$ cat src/design/sfq_pkg.sv
// ----------------------------------------------------------------------------
// shared constants of the serial flash front end
// ----------------------------------------------------------------------------
package sfq_pkg;
    // clock and timing
    localparam int CLK_PERIOD_NS = 4;                   // 250 MHz core clock
    localparam int SW_RESET_TIME_NS = 30000;            // software reset busy time
    localparam int SW_RESET_CYCLES = SW_RESET_TIME_NS / CLK_PERIOD_NS;
    localparam int HW_RESET_MIN_NS = 1000;              // least low time of reset pin
    localparam int HW_RESET_CYCLES = (HW_RESET_MIN_NS + CLK_PERIOD_NS - 1) / CLK_PERIOD_NS;

    // opcodes that the front end itself acts on
    localparam logic [7:0] OP_ENTER_QUAD4 = 8'h38;
    localparam logic [7:0] OP_EXIT_QUAD4 = 8'hFF;
    localparam logic [7:0] OP_ADDR4_ENTER = 8'hB7;
    localparam logic [7:0] OP_ADDR4_EXIT = 8'hE9;
    localparam logic [7:0] OP_RESET_ARM = 8'h66;
    localparam logic [7:0] OP_RESET_GO = 8'h99;

    // values after reset, and the opcode frame length
    localparam logic [6:0] PIN_IDLE = 7'h6F;            // {rstN, selN, sclk, io[3:0]}
    localparam logic [3:0] LANES_NONE = 4'h0;
    localparam logic [7:0] OPC_FRAME_BITS = 8'h08;      // opcode length in bits

    // frame phases
    typedef enum logic [1:0] {PH_OPCODE, PH_ADDR, PH_DATA, PH_IGNORE} sfq_phase_type;
endpackage

$ cat src/design/sfq_pin_if.sv
`timescale 1ns/1ns
// ----------------------------------------------------------------------------
// synchronised pin levels passed from the synchroniser to the front end
// ----------------------------------------------------------------------------
interface sfq_pin_if;
    logic sclk;       // serial clock level
    logic selN;       // select, active low
    logic rstPinN;    // dedicated reset pin, active low
    logic [3:0] io;   // data line levels
    modport drv(output sclk, output selN, output rstPinN, output io);
    modport rcv(input sclk, input selN, input rstPinN, input io);
endinterface // sfq_pin_if

$ cat src/design/sfq_front_end.sv
`timescale 1ns/1ns
// Overview of operation
// - single line: sample rising, drive falling
// - clock modes 0 and 3 both work
// - dual opcodes use two bidirectional lines
// - quad opcodes use four lines, need quad_enable
// - 38h enters four-wire mode with quad_enable, FFh leaves
// - four-wire opcode in two clocks, else eight
// - power-up and soft reset give SPI mode
// - DTR: opcode on rise, then both edges
// - power-up address width from strap bit
// - B7h/E9h switch width, status shows it
// - 3-byte mode adds extended address byte
// - dedicated opcodes always take four bytes
// - pause only with quad_enable low
// - pause starts when clock is low
// - pause ends when clock is low
// - paused: outputs off, inputs ignored, state kept
// - 66h then 99h resets, busy 30us
// - select bit picks pause or reset role
// - reset low 1us restores power-on state
// - dedicated reset pin works regardless settings
// - quad_enable makes shared pin data only
// - deselected: data outputs tri-stated
module sfq_front_end #(
    parameter int SW_RESET_CYCLES = sfq_pkg::SW_RESET_CYCLES
) (
    input wire logic clk,
    input wire logic arst_n,
    input wire logic sclkPin,            // serial clock from host
    input wire logic selectPinN,         // select, active low
    input wire logic resetPinN,          // dedicated reset pin
    input wire logic [3:0] ioIn,         // data line levels
    output logic [3:0] ioOut,            // data line drive values
    output logic [3:0] ioOe,             // data line enables
    input wire logic quadEnable,         // quad_enable setting
    input wire logic pauseOrResetSel,    // shared pin role
    input wire logic addrWidthAtPowerup, // 1 = 4-byte at power-up
    input wire logic [7:0] extAddr,      // extended address register
    input wire logic [7:0] readData,     // next read byte from array
    output logic readTake,               // readData consumed
    output logic cmdValid,               // opcode accepted
    output logic [7:0] cmdOpcode,
    output logic addrValid,              // address complete
    output logic [31:0] cmdAddr,
    output logic fourWireOpcodeMode,
    output logic addrWidthNow,
    output logic resetBusy,
    output logic pauseActive
);
    // ------------------------------------------------------------------------
    // reset release and pin synchronisers
    // ------------------------------------------------------------------------
    logic [1:0] rstSync_q;  // async set low, released over two edges
    logic rstN;
    sfq_pin_if pins ();

    always_ff @(posedge clk or negedge arst_n) begin
        if (!arst_n) begin
            rstSync_q <= 2'h0;
        end else begin
            rstSync_q <= {rstSync_q[0], 1'b1};
        end
    end
    assign rstN = rstSync_q[1];

    sfq_pin_sync u_sync (
        .clk(clk),
        .rstN(rstN),
        .sclkPin(sclkPin),
        .selectPinN(selectPinN),
        .resetPinN(resetPinN),
        .ioIn(ioIn),
        .pins(pins)
    );

    // ------------------------------------------------------------------------
    // opcode decoding
    // ------------------------------------------------------------------------
    function automatic logic isRead(input logic [7:0] op);
        case (op)
            8'h03, 8'h0B, 8'h3B, 8'h6B, 8'hBB, 8'hEB, 8'h0D, 8'hBD, 8'hED,
            8'h13, 8'h0C, 8'h3C, 8'h6C, 8'hBC, 8'hEC: isRead = 1'b1;
            default: isRead = 1'b0;
        endcase
    endfunction

    // lanes used for address (addrPhase) or for data
    function automatic logic [3:0] lanesOf(input logic [7:0] op, input logic quad4,
                                           input logic addrPhase);
        if (quad4) begin
            lanesOf = 4'h4;
        end else begin
            case (op)
                8'hBB, 8'hBC, 8'hBD: lanesOf = 4'h2;
                8'hEB, 8'hEC, 8'hED: lanesOf = 4'h4;
                8'h3B, 8'h3C: lanesOf = addrPhase ? 4'h1 : 4'h2;
                8'h6B, 8'h6C: lanesOf = addrPhase ? 4'h1 : 4'h4;
                default: lanesOf = 4'h1;
            endcase
        end
    endfunction

    function automatic logic isDtr(input logic [7:0] op);
        isDtr = (op == 8'h0D) || (op == 8'hBD) || (op == 8'hED);
    endfunction

    function automatic logic isAddr4Only(input logic [7:0] op);
        case (op)
            8'h13, 8'h0C, 8'h3C, 8'h6C, 8'hBC, 8'hEC: isAddr4Only = 1'b1;
            default: isAddr4Only = 1'b0;
        endcase
    endfunction

    // ------------------------------------------------------------------------
    // state
    // ------------------------------------------------------------------------
    sfq_pkg::sfq_phase_type phase_q, phase_d;
    logic [7:0] opcSh_q, opcSh_d;        // opcode being shifted in
    logic [5:0] bitCnt_q, bitCnt_d;      // bits taken in this phase
    logic [31:0] addrSh_q, addrSh_d;
    logic addr4_q, addr4_d;              // this frame takes four bytes
    logic dtr_q, dtr_d;
    logic [3:0] lanes_q, lanes_d;        // lanes of the current phase
    logic quad4_q, quad4_d;
    logic addrW_q, addrW_d;
    logic init_q, init_d;                // first cycle after reset release or after a software reset
    logic resetArm_q, resetArm_d;
    logic [12:0] busyCnt_q, busyCnt_d;
    logic busy_q, busy_d;                // registered copy of busy for the status pin
    logic [8:0] hwLowCnt_q, hwLowCnt_d;
    logic pause_q, pause_d;
    logic sclkPrev_q;                    // previous synchronised clock level
    logic [7:0] outSh_q, outSh_d;
    logic [3:0] outCnt_q, outCnt_d;      // edges left in current byte
    logic [3:0] ioOut_q, ioOut_d, ioOe_q, ioOe_d;
    logic readTake_q, readTake_d, cmdValid_q, cmdValid_d;
    logic [7:0] cmdOpcode_q, cmdOpcode_d;
    logic addrValid_q, addrValid_d;
    logic [31:0] cmdAddr_q, cmdAddr_d;

    // ------------------------------------------------------------------------
    // pin roles, reset and pause conditions
    // ------------------------------------------------------------------------
    logic selected, sclkRise, sclkFall, pauseEn, hwLow, hwHit, blocked;
    logic [3:0] inLanes;
    logic [5:0] nextCnt;
    logic [7:0] opcNext;
    logic [7:0] word;
    localparam logic [3:0] LANE_OFF = sfq_pkg::LANES_NONE; // every lane released

    assign selected = !pins.selN;
    // shared pin carries reset only with quad_enable low and the role bit set
    assign hwLow = !pins.rstPinN
                 || (!quadEnable && pauseOrResetSel && !pins.io[3]);
    assign hwHit = hwLowCnt_q >= 9'(sfq_pkg::HW_RESET_CYCLES);
    assign blocked = hwLow || (busyCnt_q != 13'h0);
    // pause pin exists only in standard and dual operation
    assign pauseEn = selected && !quadEnable && !pauseOrResetSel && !quad4_q;
    // edges are seen only while selected and not paused
    assign sclkRise = selected && !pause_q && pins.sclk && !sclkPrev_q;
    assign sclkFall = selected && !pause_q && !pins.sclk && sclkPrev_q;
    assign inLanes = (phase_q == sfq_pkg::PH_OPCODE) ? (quad4_q ? 4'h4 : 4'h1) : lanes_q;
    assign nextCnt = bitCnt_q + {2'h0, inLanes};
    assign opcNext = quad4_q ? {opcSh_q[3:0], pins.io} : {opcSh_q[6:0], pins.io[0]};

    // ------------------------------------------------------------------------
    // next-state logic
    // ------------------------------------------------------------------------
    always_comb begin
        phase_d = phase_q;
        opcSh_d = opcSh_q;
        bitCnt_d = bitCnt_q;
        addrSh_d = addrSh_q;
        addr4_d = addr4_q;
        dtr_d = dtr_q;
        lanes_d = lanes_q;
        quad4_d = quad4_q;
        addrW_d = init_q ? addrWidthAtPowerup : addrW_q;
        init_d = 1'b0;
        resetArm_d = resetArm_q;
        busyCnt_d = (busyCnt_q != 13'h0) ? busyCnt_q - 13'h1 : 13'h0;
        hwLowCnt_d = !hwLow ? 9'h0 : (hwHit ? hwLowCnt_q : hwLowCnt_q + 9'h1);
        outSh_d = outSh_q;
        outCnt_d = outCnt_q;
        ioOut_d = ioOut_q;
        readTake_d = 1'b0;
        cmdValid_d = 1'b0;
        cmdOpcode_d = cmdOpcode_q;
        addrValid_d = 1'b0;
        cmdAddr_d = cmdAddr_q;
        word = (outCnt_q == 4'h0) ? readData : outSh_q;
        // pause follows the pin only while the clock is low
        pause_d = !pauseEn ? 1'b0 : (!pins.sclk ? !pins.io[3] : pause_q);
        if (!selected) begin
            // deselect ends the frame; mode bits survive
            phase_d = sfq_pkg::PH_OPCODE;
            bitCnt_d = 6'h0;
            outCnt_d = 4'h0;
        end else begin
            case (phase_q)
                sfq_pkg::PH_OPCODE: begin
                    if (sclkRise) begin
                        opcSh_d = opcNext;
                        bitCnt_d = nextCnt;
                        if (nextCnt == 6'(sfq_pkg::OPC_FRAME_BITS)) begin
                            bitCnt_d = 6'h0;
                            phase_d = sfq_pkg::PH_IGNORE;
                            if (!blocked) begin
                                cmdValid_d = 1'b1;
                                cmdOpcode_d = opcNext;
                                resetArm_d = (opcNext == sfq_pkg::OP_RESET_ARM);
                                case (opcNext)
                                    sfq_pkg::OP_ENTER_QUAD4: quad4_d = quadEnable ? 1'b1 : quad4_q;
                                    sfq_pkg::OP_EXIT_QUAD4: quad4_d = 1'b0;
                                    sfq_pkg::OP_ADDR4_ENTER: addrW_d = 1'b1;
                                    sfq_pkg::OP_ADDR4_EXIT: addrW_d = 1'b0;
                                    sfq_pkg::OP_RESET_GO: begin
                                        if (resetArm_q) begin
                                            busyCnt_d = 13'(SW_RESET_CYCLES);
                                            quad4_d = 1'b0;
                                            init_d = 1'b1;
                                        end
                                    end
                                    default: begin
                                    end
                                endcase
                                // quad reads need quad_enable; else ignored
                                if (isRead(opcNext) && (quadEnable ||
                                    lanesOf(opcNext, quad4_q, 1'b0) != 4'h4)) begin
                                    phase_d = sfq_pkg::PH_ADDR;
                                    lanes_d = lanesOf(opcNext, quad4_q, 1'b1);
                                    dtr_d = isDtr(opcNext);
                                    addr4_d = addrW_q || isAddr4Only(opcNext);
                                end
                            end
                        end
                    end
                end
                sfq_pkg::PH_ADDR: begin
                    // address on rising edges, both edges for DTR
                    if (sclkRise || (dtr_q && sclkFall)) begin
                        case (lanes_q)
                            4'h2: addrSh_d = {addrSh_q[29:0], pins.io[1:0]};
                            4'h4: addrSh_d = {addrSh_q[27:0], pins.io};
                            default: addrSh_d = {addrSh_q[30:0], pins.io[0]};
                        endcase
                        bitCnt_d = nextCnt;
                        if (nextCnt == (addr4_q ? 6'h20 : 6'h18)) begin
                            bitCnt_d = 6'h0;
                            addrValid_d = 1'b1;
                            // 3-byte mode borrows the top byte
                            cmdAddr_d = addr4_q ? addrSh_d : {extAddr, addrSh_d[23:0]};
                            phase_d = sfq_pkg::PH_DATA;
                            lanes_d = lanesOf(cmdOpcode_q, quad4_q, 1'b0);
                            outCnt_d = 4'h0;
                        end
                    end
                end
                sfq_pkg::PH_DATA: begin
                    // data leaves on falling edges, both edges for DTR
                    if (sclkFall || (dtr_q && sclkRise)) begin
                        readTake_d = (outCnt_q == 4'h0);
                        case (lanes_q)
                            4'h2: begin
                                ioOut_d = {2'h0, word[7:6]};
                                outSh_d = {word[5:0], 2'h0};
                                outCnt_d = (outCnt_q == 4'h0) ? 4'h3 : outCnt_q - 4'h1;
                            end
                            4'h4: begin
                                ioOut_d = word[7:4];
                                outSh_d = {word[3:0], 4'h0};
                                outCnt_d = (outCnt_q == 4'h0) ? 4'h1 : outCnt_q - 4'h1;
                            end
                            default: begin
                                ioOut_d = {2'h0, word[7], 1'b0};
                                outSh_d = {word[6:0], 1'b0};
                                outCnt_d = (outCnt_q == 4'h0) ? 4'h7 : outCnt_q - 4'h1;
                            end
                        endcase
                    end
                end
                default: begin
                    // rest of a frame not handled here is dropped
                end
            endcase
        end
        // output enables: only data phase, selected, not paused
        ioOe_d = LANE_OFF;
        if (selected && !pause_d && phase_q == sfq_pkg::PH_DATA && !hwLow) begin
            case (lanes_q)
                4'h2: ioOe_d = 4'h3;
                4'h4: ioOe_d = 4'hF;
                default: ioOe_d = 4'h2;
            endcase
        end
        // a long enough reset pulse restores the power-on state
        if (hwHit) begin
            phase_d = sfq_pkg::PH_OPCODE;
            bitCnt_d = 6'h0;
            quad4_d = 1'b0;
            addrW_d = addrWidthAtPowerup;
            resetArm_d = 1'b0;
            busyCnt_d = 13'h0;
            pause_d = 1'b0;
            cmdValid_d = 1'b0;
            ioOe_d = LANE_OFF;
        end
        // flag follows the counter value it will hold, so the pin needs no compare
        busy_d = (busyCnt_d != 13'h0);
    end

    // ------------------------------------------------------------------------
    // registers
    // ------------------------------------------------------------------------
    always_ff @(posedge clk or negedge rstN) begin
        if (!rstN) begin
            phase_q <= sfq_pkg::PH_OPCODE;
            opcSh_q <= 8'h00;
            bitCnt_q <= 6'h0;
            addrSh_q <= 32'h0;
            addr4_q <= 1'b0;
            dtr_q <= 1'b0;
            lanes_q <= 4'h1;
            quad4_q <= 1'b0;
            addrW_q <= 1'b0;
            init_q <= 1'b1;
            resetArm_q <= 1'b0;
            busyCnt_q <= 13'h0;
            busy_q <= 1'b0;
            hwLowCnt_q <= 9'h0;
            pause_q <= 1'b0;
            sclkPrev_q <= 1'b0;
            outSh_q <= 8'h00;
            outCnt_q <= 4'h0;
            ioOut_q <= 4'h0;
            ioOe_q <= 4'h0;
            readTake_q <= 1'b0;
            cmdValid_q <= 1'b0;
            cmdOpcode_q <= 8'h00;
            addrValid_q <= 1'b0;
            cmdAddr_q <= 32'h0;
        end else begin
            phase_q <= phase_d;
            opcSh_q <= opcSh_d;
            bitCnt_q <= bitCnt_d;
            addrSh_q <= addrSh_d;
            addr4_q <= addr4_d;
            dtr_q <= dtr_d;
            lanes_q <= lanes_d;
            quad4_q <= quad4_d;
            addrW_q <= addrW_d;
            init_q <= init_d;
            resetArm_q <= resetArm_d;
            busyCnt_q <= busyCnt_d;
            busy_q <= busy_d;
            hwLowCnt_q <= hwLowCnt_d;
            pause_q <= pause_d;
            sclkPrev_q <= pins.sclk;
            outSh_q <= outSh_d;
            outCnt_q <= outCnt_d;
            ioOut_q <= ioOut_d;
            ioOe_q <= ioOe_d;
            readTake_q <= readTake_d;
            cmdValid_q <= cmdValid_d;
            cmdOpcode_q <= cmdOpcode_d;
            addrValid_q <= addrValid_d;
            cmdAddr_q <= cmdAddr_d;
        end
    end

    assign ioOut = ioOut_q;
    assign ioOe = ioOe_q;
    assign readTake = readTake_q;
    assign cmdValid = cmdValid_q;
    assign cmdOpcode = cmdOpcode_q;
    assign addrValid = addrValid_q;
    assign cmdAddr = cmdAddr_q;
    assign fourWireOpcodeMode = quad4_q;
    assign addrWidthNow = addrW_q;
    assign resetBusy = busy_q;
    assign pauseActive = pause_q;
endmodule // sfq_front_end

$ cat src/design/sfq_pin_sync.sv
`timescale 1ns/1ns
// ----------------------------------------------------------------------------
// two flip-flop synchroniser for every pin
// ----------------------------------------------------------------------------
module sfq_pin_sync (
    input wire logic clk,
    input wire logic rstN,
    input wire logic sclkPin,
    input wire logic selectPinN,
    input wire logic resetPinN,
    input wire logic [3:0] ioIn,
    sfq_pin_if.drv pins
);
    logic [6:0] meta_q;   // first stage, read only by the second
    logic [6:0] sync_q;   // second stage, safe to use

    // both stages only register; idle levels after reset
    always_ff @(posedge clk or negedge rstN) begin
        if (!rstN) begin
            meta_q <= sfq_pkg::PIN_IDLE;
            sync_q <= sfq_pkg::PIN_IDLE;
        end else begin
            meta_q <= {resetPinN, selectPinN, sclkPin, ioIn};
            sync_q <= meta_q;
        end
    end

    assign pins.rstPinN = sync_q[6];
    assign pins.selN = sync_q[5];
    assign pins.sclk = sync_q[4];
    assign pins.io = sync_q[3:0];
endmodule // sfq_pin_sync

$ cat config.mk
export PLATFORM = sky130hd
export DESIGN_NAME = sfq_front_end
export DESIGN_NICKNAME = d
export VERILOG_FILES = /design/src/design/sfq_pkg.sv /design/src/design/sfq_pin_if.sv /design/src/design/sfq_front_end.sv /design/src/design/sfq_pin_sync.sv
export SDC_FILE = /design/constraint.sdc
export NUM_CORES = 1
export LEC_CHECK = 0
export ABC_AREA = 1
export BUFFER_PORTS_ARGS = -buffer_cell sky130_fd_sc_hd__buf_4
export CAP_MARGIN = 20
export CELL_PAD_IN_SITES_DETAIL_PLACEMENT = 0
export CELL_PAD_IN_SITES_GLOBAL_PLACEMENT = 1
export CORE_MARGIN = 2
export CORE_UTILIZATION = 44
export CTS_CLUSTER_SIZE = 24
export DETAILED_ROUTE_END_ITERATION = 7
export GPL_TIMING_DRIVEN = 0
export PLACE_DENSITY_LB_ADDON = 0.2
export SYNTH_ARGS = -nofsm -noshare
export SYNTH_HDL_FRONTEND = slang
export SYNTH_HIERARCHICAL = 1
export SYNTH_SLANG_ARGS = --single-unit
$ cat constraint.sdc
create_clock -name clk -period 5.2 [get_ports clk]
set_input_delay 1.04 -clock clk [delete_from_list [all_inputs] [get_ports clk]]
set_output_delay 1.04 -clock clk [all_outputs]
set_load 0.01 [all_outputs]
-- After elaboration in Yosys (flattened, before gate mapping)
Cells that the tools add are included.
- $lt $le $gt $ge: 1
- eq/ne operators: 56
- bitwise logic cells: 2
- multiplexer cells: 125
- $add $sub $neg: 4
- reductions and logical operators: 66
- operators by type and width (operator ; count):
    8-bit == test, second input constant ; 16
    13-bit two-way mux ; 9
    4-bit two-way mux ; 21
    32-bit case mux with 2 select lines ; 1
    1-bit two-way mux ; 57
    6-bit two-way mux ; 7
    8-bit by 6-bit == test with 1-bit output, second input constant ; 5
    8-bit by 7-bit == test with 1-bit output, second input constant ; 5
    4-bit case mux with 2 select lines ; 5
    32-bit two-way mux ; 1
    13-bit nonzero test ; 2
    8-bit by 4-bit == test with 1-bit output, second input constant ; 3
    5-bit OR reduction ; 4
    9-bit two-way mux ; 2
    3-bit case mux with 2 select lines ; 3
    1-bit logical AND ; 16
    2-bit two-way mux ; 8
    8-bit two-way mux ; 2
    4-bit by 3-bit != test with 1-bit output, second input constant ; 4
    8-bit case mux with 2 select lines ; 1
    8-bit AND reduction ; 2
    5-bit AND reduction ; 3
    15-bit OR reduction ; 1
    2-bit != test, second input constant ; 7
    other kinds (35) ; 69
- flip-flop bits (word level): 160
- output and inout bits: 55

-- Depth between registers and ports, before layout
Gate-level depths: netlist of run 1.
- word-level depth: 20
- depth in mapped cells: 21

-- Hierarchy
Netlist of run 1, hierarchy kept.
- by module, submodules not included (module ; sequential area each (µm²) ; cells each ; area each (µm²) ; times used):
    sfq_front_end ; 3580.9 ; 990 ; 7732.4 ; 1
    sfq_pin_sync ; 365.4 ; 14 ; 365.4 ; 1

-- Worst setup path before layout of run 1
Ideal clock, no wire load.
- path kind: reg-to-reg
- start: register quad4_q, in the netlist fourWireOpcodeMode
- end: register resetArm_q
- library setup time: 101 ps
- clock period less this slack: 2740 ps
- setup slack: 2460 ps
- stages on the path, launching flop included: 18
- arrival time: 2639 ps
- data required time: 5099 ps
- cells stage by stage: dfrtp_1 buf_6 buf_6 o21ai_0 ha_1 inv_1 fa_1 inv_1 nor2_1 inv_1 nor2_1 inv_1 nor2_1 nand2_1 inv_1 nand2_2 buf_2 o32ai_1
- word-level cells in the longest chain between the ends: 8
- elaborated cells on any way between the ends: 14
- those cells by class: 1 x add/sub; 2 x eq/ne; 9 x mux; 2 x reduce/logical
- ends and longest elaborated chain (what ; line ; RTL):
    start, declared ; sfq_front_end.sv:125 ; logic quad4_q, quad4_d;
    start signal, assigned ; sfq_front_end.sv:351 ; quad4_q <= quad4_d;
    parallel branches: the longest is 8 deep, another holds 6-bit by 4-bit adder with 6-bit output ; n/a ;
    end signal, assigned ; sfq_front_end.sv:354 ; resetArm_q <= resetArm_d;
    end, declared ; sfq_front_end.sv:128 ; logic resetArm_q, resetArm_d;
Several ways; the timed one is not identified. The select of a mux whose other input is x is not followed.
A chain may end at the register's enable or synchronous reset.

-- Worst setup path in the final report of run 1
- start: register phase_q[1]
- end: register cmdAddr_q[22], in the netlist cmdAddr[22]
- word-level cells in the longest chain between the ends: 5
- elaborated cells on any way between the ends: 6
- those cells by class: 1 x add/sub; 2 x eq/ne; 1 x mux; 2 x reduce/logical
- ends and longest elaborated chain (what ; line ; RTL):
    start, declared ; sfq_front_end.sv:118 ; sfq_pkg::sfq_phase_type phase_q, phase_d;
    start signal, assigned ; sfq_front_end.sv:318 ; phase_q <= sfq_pkg::PH_OPCODE;
    start signal, assigned ; sfq_front_end.sv:344 ; phase_q <= phase_d;
    2-bit zero test ; sfq_front_end.sv:163 ; assign inLanes = (phase_q == sfq_pkg::PH_OPCODE) ? (quad4_q ? 4'h4 : 4'h1) : lanes_q;
    4-bit two-way mux ; sfq_front_end.sv:163 ;
    6-bit by 4-bit adder with 6-bit output ; sfq_front_end.sv:164 ; assign nextCnt = bitCnt_q + {2'h0, inLanes};
    6-bit == test ; sfq_front_end.sv:249 ; if (nextCnt == (addr4_q ? 6'h20 : 6'h18)) begin
    4-bit AND reduction (no line) (*) ; n/a ;
    end signal, assigned ; sfq_front_end.sv:368 ; cmdAddr_q <= cmdAddr_d;
    end, declared ; sfq_front_end.sv:140 ; logic [31:0] cmdAddr_q, cmdAddr_d;
Mark *: on every way between the ends. The rest lies on a longest branch, timed or not.

==> flow_summary.ini, run 1 <==
[cts]
cts_sinks = 157
clockBufferDepth = 2
post_cts_buffers = 0
cts_tree = yes
clkLatencyLatePin_ns = 0.43
cts_max_level = 4
cts_root_buf = clkbuf_16
cts_buffers = 17
cts_hold_buffers = 0
cts.repair.resized = 0
clk_pin_slew_worst_paths_ns = 0.07

[logic_synthesis]
synth_warnings = 6
syn_area_um2 = 8100
synthArstFlopShare_pct = 100
synth_cell_types = 45
synthCells = 1004
synth_edf_count = 0
synth.ff_latch_count = 157
synth.avg_cell_area_um2 = 8.07
syn-num-nets = 1042
seq_area_frac_synth_pct = 48.7
synthFlopType = dfrtp_1

[die]
die_x_um = 140
ios = 83
core_area_um2 = 18000
start_util_pct = 44.9
die_area_um2 = 19500
placementRows = 49
die_h_um = 140

[placement]
place_ws_ns = 1.85
place.port_buffers = 82
place_congestion = 0.872
post-place-cells = 1317
dp_hpwl_mm = 15.4

[global_routing]
antenna_found_initial = 0
met1_usage_pct = 32.8
first_global_vias = 6680
gr-usage-all-layers_pct = 22.3
grt_overflow = 0
top_usage_layer = met2
use_met3_pct = 4.13
grt_pass1_wl_mm = 34.5
use_met2_pct = 33.8
grt_max_degree = 68

[pwr]
internal-power_mw = 2.68
p_leak_nw = 4.73
combinationalPowerShare_pct = 31.6
cellPowerDensity_nw_per_um2 = 442
power_switching_mw = 1.59
p_clk_share_pct = 29.7
seqPwrFrac_pct = 38.7
sw_frac_of_total_pct = 37.3
peakVddDrop_v = 0.000261
power_mw = 4.27

[hold_path]
hp-class = reg2async

[critical_path]
critPathArrivalTime_ns = 3.68
reg2reg_slack_ns = 1.81
cp-end-kind = flip-flop
crit_path_start_kind = flip-flop
cp_max_fo = 10
required_ns = 5.49
path_class = reg2reg

[sta]
finalSetupViolCount = 0
rsz0062_at_grt = false
tns_ns = 0
hold_viol = 0
fmax_mhz = 295
drv_slew = 0
setup_ws_ns = 1.81
worst_slew_pin_slew_ns = 1.01
fin_crit_ns = 3.39
period_share_pct = 65.2
clock_skew_ns = 0.0122
whs_ns = 0.318
max-slew-margin-rel_pct = 32.3

[route]
wl_mm = 20.9
ant_nets = 0
initialDrtViolationCount = 465
vias = 6984
drcViolationCount = 0
drt-vias-per-instance = 5.18
first_pass_iters = 5
avgRoutedWirePerCell_um = 15.5

[cells_and_area]
fillers = 1767
insertedDiodeCount = 0
nets = 1145
drive_above_1_share_pct = 17.9
layout-area-overhead-vs-synth_pct = 19.2
instances_no_fill = 1349

[outcome]
outcome = finished, final reports clean

[flow_run]
max_cap_violations = 0
[cells in the mapped netlist (all sizes together) (2+ instances only)]
library cell  instances  share of area, %
nor3                 14               1.2
nand2               247                12
clkbuf               23               1.1
nand4                12              0.93
xor2                  7              0.76
nor2                104               5.4
a31oi                 2              0.15
nand3                48               3.0
buf                  13               1.2
or2                   2              0.15
a21oi                54               3.3
o31ai                 3              0.28
o22ai                25               1.9
xnor2                 5              0.54
o21ai               109               7.3
dfstp                14               4.5
nor4                  3              0.23
mux2i                11               1.4
nand3b                2              0.19
dfrtp               143                44
ha                    9               1.4
o221ai               12               1.3
inv                 134               6.2
[power by group through the flow]
stage                     combinational, mW  clock, mW  sequential [mW]
after detailed placement               1.34          0             1.67
after global placement                 1.31          0             1.68
after floorplan                       0.965          0             1.66
after CTS                              1.34       1.29             1.65
after global routing                   1.54       1.34             1.68
final                                  1.35       1.27             1.65
[cell usage in the layout (no fill, tap or decap), types with 17 or more instances in the layout]
cell,netlist,layout
nand3_1,47,47
dfrtp_1,143,142
clkbuf_1,23,23
buf_4,2,84
a21oi_1,54,54
nand2_1,228,228
nor2_1,90,90
o21ai_0,90,90
inv_1,128,128
clkbuf_16,0,17
o22ai_1,25,25
[sequential cells by signal, summed over array words and instances, names as in the netlist, 2 cells and up]
name           cells
ioOe               3
busyCnt_q         13
opcSh_q            7
outSh_q            7
outCnt_q           4
phase_q            2
bitCnt_q           6
u_sync/sync_q      7
cmdAddr           32
u_sync/meta_q      7
lanes_q            3
rstSync_q          2
hwLowCnt_q         9
ioOut              4
cmdOpcode          8
addrSh_q          31
[area by class of cell]
cell class | count | area (µm²) | share of cell area (%)
Inverter | 134 | 503 | 5.21
Tap cell | 229 | 287 | 2.97
Clock inverter | 14 | 158 | 1.63
Timing Repair Buffer | 84 | 671 | 6.95
Clock buffer | 18 | 439 | 4.55
Buffer | 36 | 184 | 1.90
Multi-Input combinational cell | 677 | 3460 | 35.9
Sequential cell | 157 | 3950 | 40.9
[stage by stage]
step                utilization, %  area [µm²]
CTS                           53.6        9660
global route                  53.6        9660
finish                        53.6        9660
global placement              49.9        9000
floorplan                        -        8100
detailed placement            50.3        9060
[worst max-delay path, cell delays in order, from the launching register on]
cell and delay, ns:
dfrtp_1 0.43, nor2_4 0.26, inv_1 0.14, o21ai_0 0.20
ha_1 0.22, inv_1 0.06, fa_1 0.48, inv_1 0.05
nor2_1 0.08, inv_1 0.04, nor2_1 0.20, nand3_1 0.11
nand2_1 0.07, nand3_1 0.12, inv_1 0.14, nand2_2 0.11
clkbuf_1 0.32, nand2_1 0.14, o21ai_0 0.08
[routing by layer]
metal / share of wire [%] / routed length (µm) / vias to the layer above
met2: 45 / 9440 / 149
met4: 1.5 / 311 / 0
met3: 4.1 / 853 / 26
met5: 0 / 0 / -
li1: - / - / 3474
met1: 49 / 10300 / 3335
[final timing paths]
check,startpoint,end,cells after the start
worst min register to register,rstSync_q[1],busyCnt_q[1],0
worst max register to register,phase_q[1],cmdAddr[22],18
min in group clk,u_sync/meta_q[4],u_sync/sync_q[4],0
max in group asynchronous,rstSync_q[1],u_sync/sync_q[0],2
worst max-delay path,phase_q[1],cmdAddr[22],18
worst min-delay path,rstSync_q[1],busyCnt_q[1],0
[cells by family after synthesis]
group           count (synthesis)  share of synthesized area (%)
buf+inv                       170                           8.48
mux                            12                           1.50
simple gates                  433                           23.6
flops                         157                           48.7
fa+ha+maj                      10                           1.64
compound gates                209                           14.7
other cells                     1                         0.0463
xor+xnor                       12                           1.30
Power figures use the tool's default switching activity.
==> run 2: changes to the inputs <==
- ABC_AREA: 1 -> 0
- CORE_UTILIZATION: 44 -> 45
- clock period: 5.2 -> 3.14 ns (I/O delays scaled with it)
==> run 2 against run 1 <==
Sequential cell count unchanged. Largest cell class unchanged. Critical path type unchanged. Critical endpoint is now fourWireOpcodeMode. Critical path depth shrank 5. First-iteration DRC count is 4.7% lower. Combinational power shrank 69%.
==> flow_summary.ini, run 2 <==
[critical_path]
slowest_delay_ns = 0.45
cp-end-kind = flip-flop
r2r_cells = 13
reg2reg_slack_ns = 0.03
reg2reg_to = fourWireOpcodeMode
cp_num_buf_inv = 3
slowest_stage = dfrtp_2
critPathArrivalTime_ns = 3.44
crit_chain = nor2_4, o21a_1, ha_2, inv_2, fa_2, nor2b_4, o21ai_4, xor2_4, buf_12, nand4_1, buf_4, or3_4, a221oi_4
cp_top_family = simple AND/OR/NAND/NOR gates
path_class = reg2reg
r2r_start = phase_q[0]
crit_path_start_kind = flip-flop
cp_max_fo = 5
required_ns = 3.47

[sta]
finalSetupViolCount = 0
rsz0062_at_grt = true
worst_slew_pin_slew_ns = 0.900
period_share_pct = 99.1
clock_skew_ns = 0.0114
setup_ws_ns = 0.0295
drv_slew = 0
fin_crit_ns = 3.11
tns_ns = 0
whs_ns = 0.307
max-slew-margin-rel_pct = 39.5
fmax_mhz = 321
hold_viol = 0

[cells_and_area]
seq_area_um2 = 3950
nets = 1014
multi_input_area_um2 = 3860
fillers = 1557
layout_commonest_cell = dfrtp_1
most-common-layout-cells = dfrtp_1 (140), nand2_1 (104), buf_4 (101)
drive_above_1_share_pct = 21.4
layout-area-overhead-vs-synth_pct = 24.5
utilization_pct = 57.0
instances_no_fill = 1214
insertedDiodeCount = 0
largest_register_ffs = 32
postLayoutCellArea_um2 = 9830

[hold_path]
worstHoldPathCells = 1
hp-class = in2reg
hold_start = ioIn[3]
hold_end = u_sync/meta_q[3]

[cts]
cts_buffers = 17
cts_sinks = 157
cts_root_buf = clkbuf_16
clkLatencyLatePin_ns = 0.43
clk_pin_slew_worst_paths_ns = 0.06
cts_tree = yes
cts_max_level = 4
clockBufferDepth = 2

[logic_synthesis]
synthTopCellsByCount = dfrtp_1 (143), nand2_1 (105), nor2_1 (92)
synthCells = 857
synth_area_leaders = dfrtp_1 (45%), nand2_1 (5.0%), a21oi_1 (4.7%)
synth.most_common_cell = dfrtp_1
netlist.area_leader.share_pct = 45.3
synth_top_area_cell = dfrtp_1
synthFlopType = dfrtp_1
syn-num-nets = 895
synth_edf_count = 0
seq_area_frac_synth_pct = 50.0
synth_cell_types = 71
synth.ff_latch_count = 157
syn_area_um2 = 7900
synth_warnings = 6
synthArstFlopShare_pct = 100
synth.avg_cell_area_um2 = 9.22

[placement]
place_ws_ns = -0.713
place_congestion = 0.823
post-place-cells = 1166
place_area_um2 = 8920
dp_hpwl_mm = 14.0
place.port_buffers = 82

[outcome]
outcome = finished, final reports clean

[route]
drcViolationCount = 0
initialDrtViolationCount = 443
vias = 6778
drt-vias-per-instance = 5.58
avgRoutedWirePerCell_um = 16.6
ant_nets = 0
first_pass_iters = 5
wl_mm = 20.2

[die]
start_util_pct = 45.8
die_x_um = 136
placementRows = 48
die_area_um2 = 18600
die_h_um = 136
core_area_um2 = 17200
ios = 83

[global_routing]
gr-usage-all-layers_pct = 22.5
antenna_found_initial = 0
grt_max_degree = 69
grt_pass1_wl_mm = 32.8
first_global_vias = 6383
grt_overflow = 0

[pwr]
peakVddDrop_v = 0.000398
p_leak_nw = 4.46
cellPowerDensity_nw_per_um2 = 456
power_mw = 4.48

[flow_run]
max_cap_violations = 0
-- run 2: where the power goes --
group	total (mW)	internal, mW	switching, mW
Combinational	0.421	0.161	0.260
Clock	1.94	1.08	0.851
Sequential	2.13	2.08	0.0511
Total	4.48	3.32	1.16
-- run 2: layout make-up --
cell class / count / area share, %
buffer: 53 / 2.39
multi-input combinational: 622 / 39.3
clock buffer: 22 / 4.82
inverter: 20 / 0.764
timing repair buffer: 105 / 8.83
tap: 225 / 2.86
sequential: 157 / 40.2
clock inverter: 10 / 0.827
-- run 2: cells by family after synthesis --
family                     share of synthesized area, %
and+or+nand+nor                                    18.8
AOI/OAI and AO/OA                                  19.6
DFF                                                50.0
buffers and inverters                              3.88
muxes                                              3.42
xor gates and xnor gates                           2.55
adders and majority gates                          1.68
other                                            0.0475
-- run 2: layer usage --
| layer | share of wire [%] | global-route usage (%) |
|---|---|---|
| met1 | 47 | 32.0 |
| met2 | 47 | 34.6 |
| met4 | 1.7 | 7.64 |
| met3 | 4.2 | 3.95 |
| met5 | 0 | 0 |
-- run 2: worst max path at each step --
stage / to / cells after the start / startpoint / slack [ns]
global route: addrWidthNow / 15 / phase_q[0] / -0.12
global placement: cmdAddr[13] / 16 / fourWireOpcodeMode / -0.65
floorplan: addr4_q / 16 / fourWireOpcodeMode / -0.09
detailed placement: cmdAddr[17] / 16 / fourWireOpcodeMode / -0.71
CTS: addr4_q / 14 / fourWireOpcodeMode / 0.003
finish: fourWireOpcodeMode / 13 / phase_q[0] / 0.03
-- run 2: worst register-to-register path: stages, from the launching register on --
cell	delay (ns)
dfrtp_2	0.45
nor2_4	0.13
o21a_1	0.14
ha_2	0.19
inv_2	0.04
fa_2	0.37
nor2b_4	0.14
o21ai_4	0.08
xor2_4	0.28
buf_12	0.15
nand4_1	0.20
buf_4	0.22
or3_4	0.37
a221oi_4	0.26
-- run 2: timing repair --
action	4_1_cts	5_1_grt
resized for setup	23	41
gates cloned	1	0
pin swaps	8	11
hold buffers	1	0
setup endpoints to repair	65	62
setup buffers	11	8
hold endpoints to repair	2	0
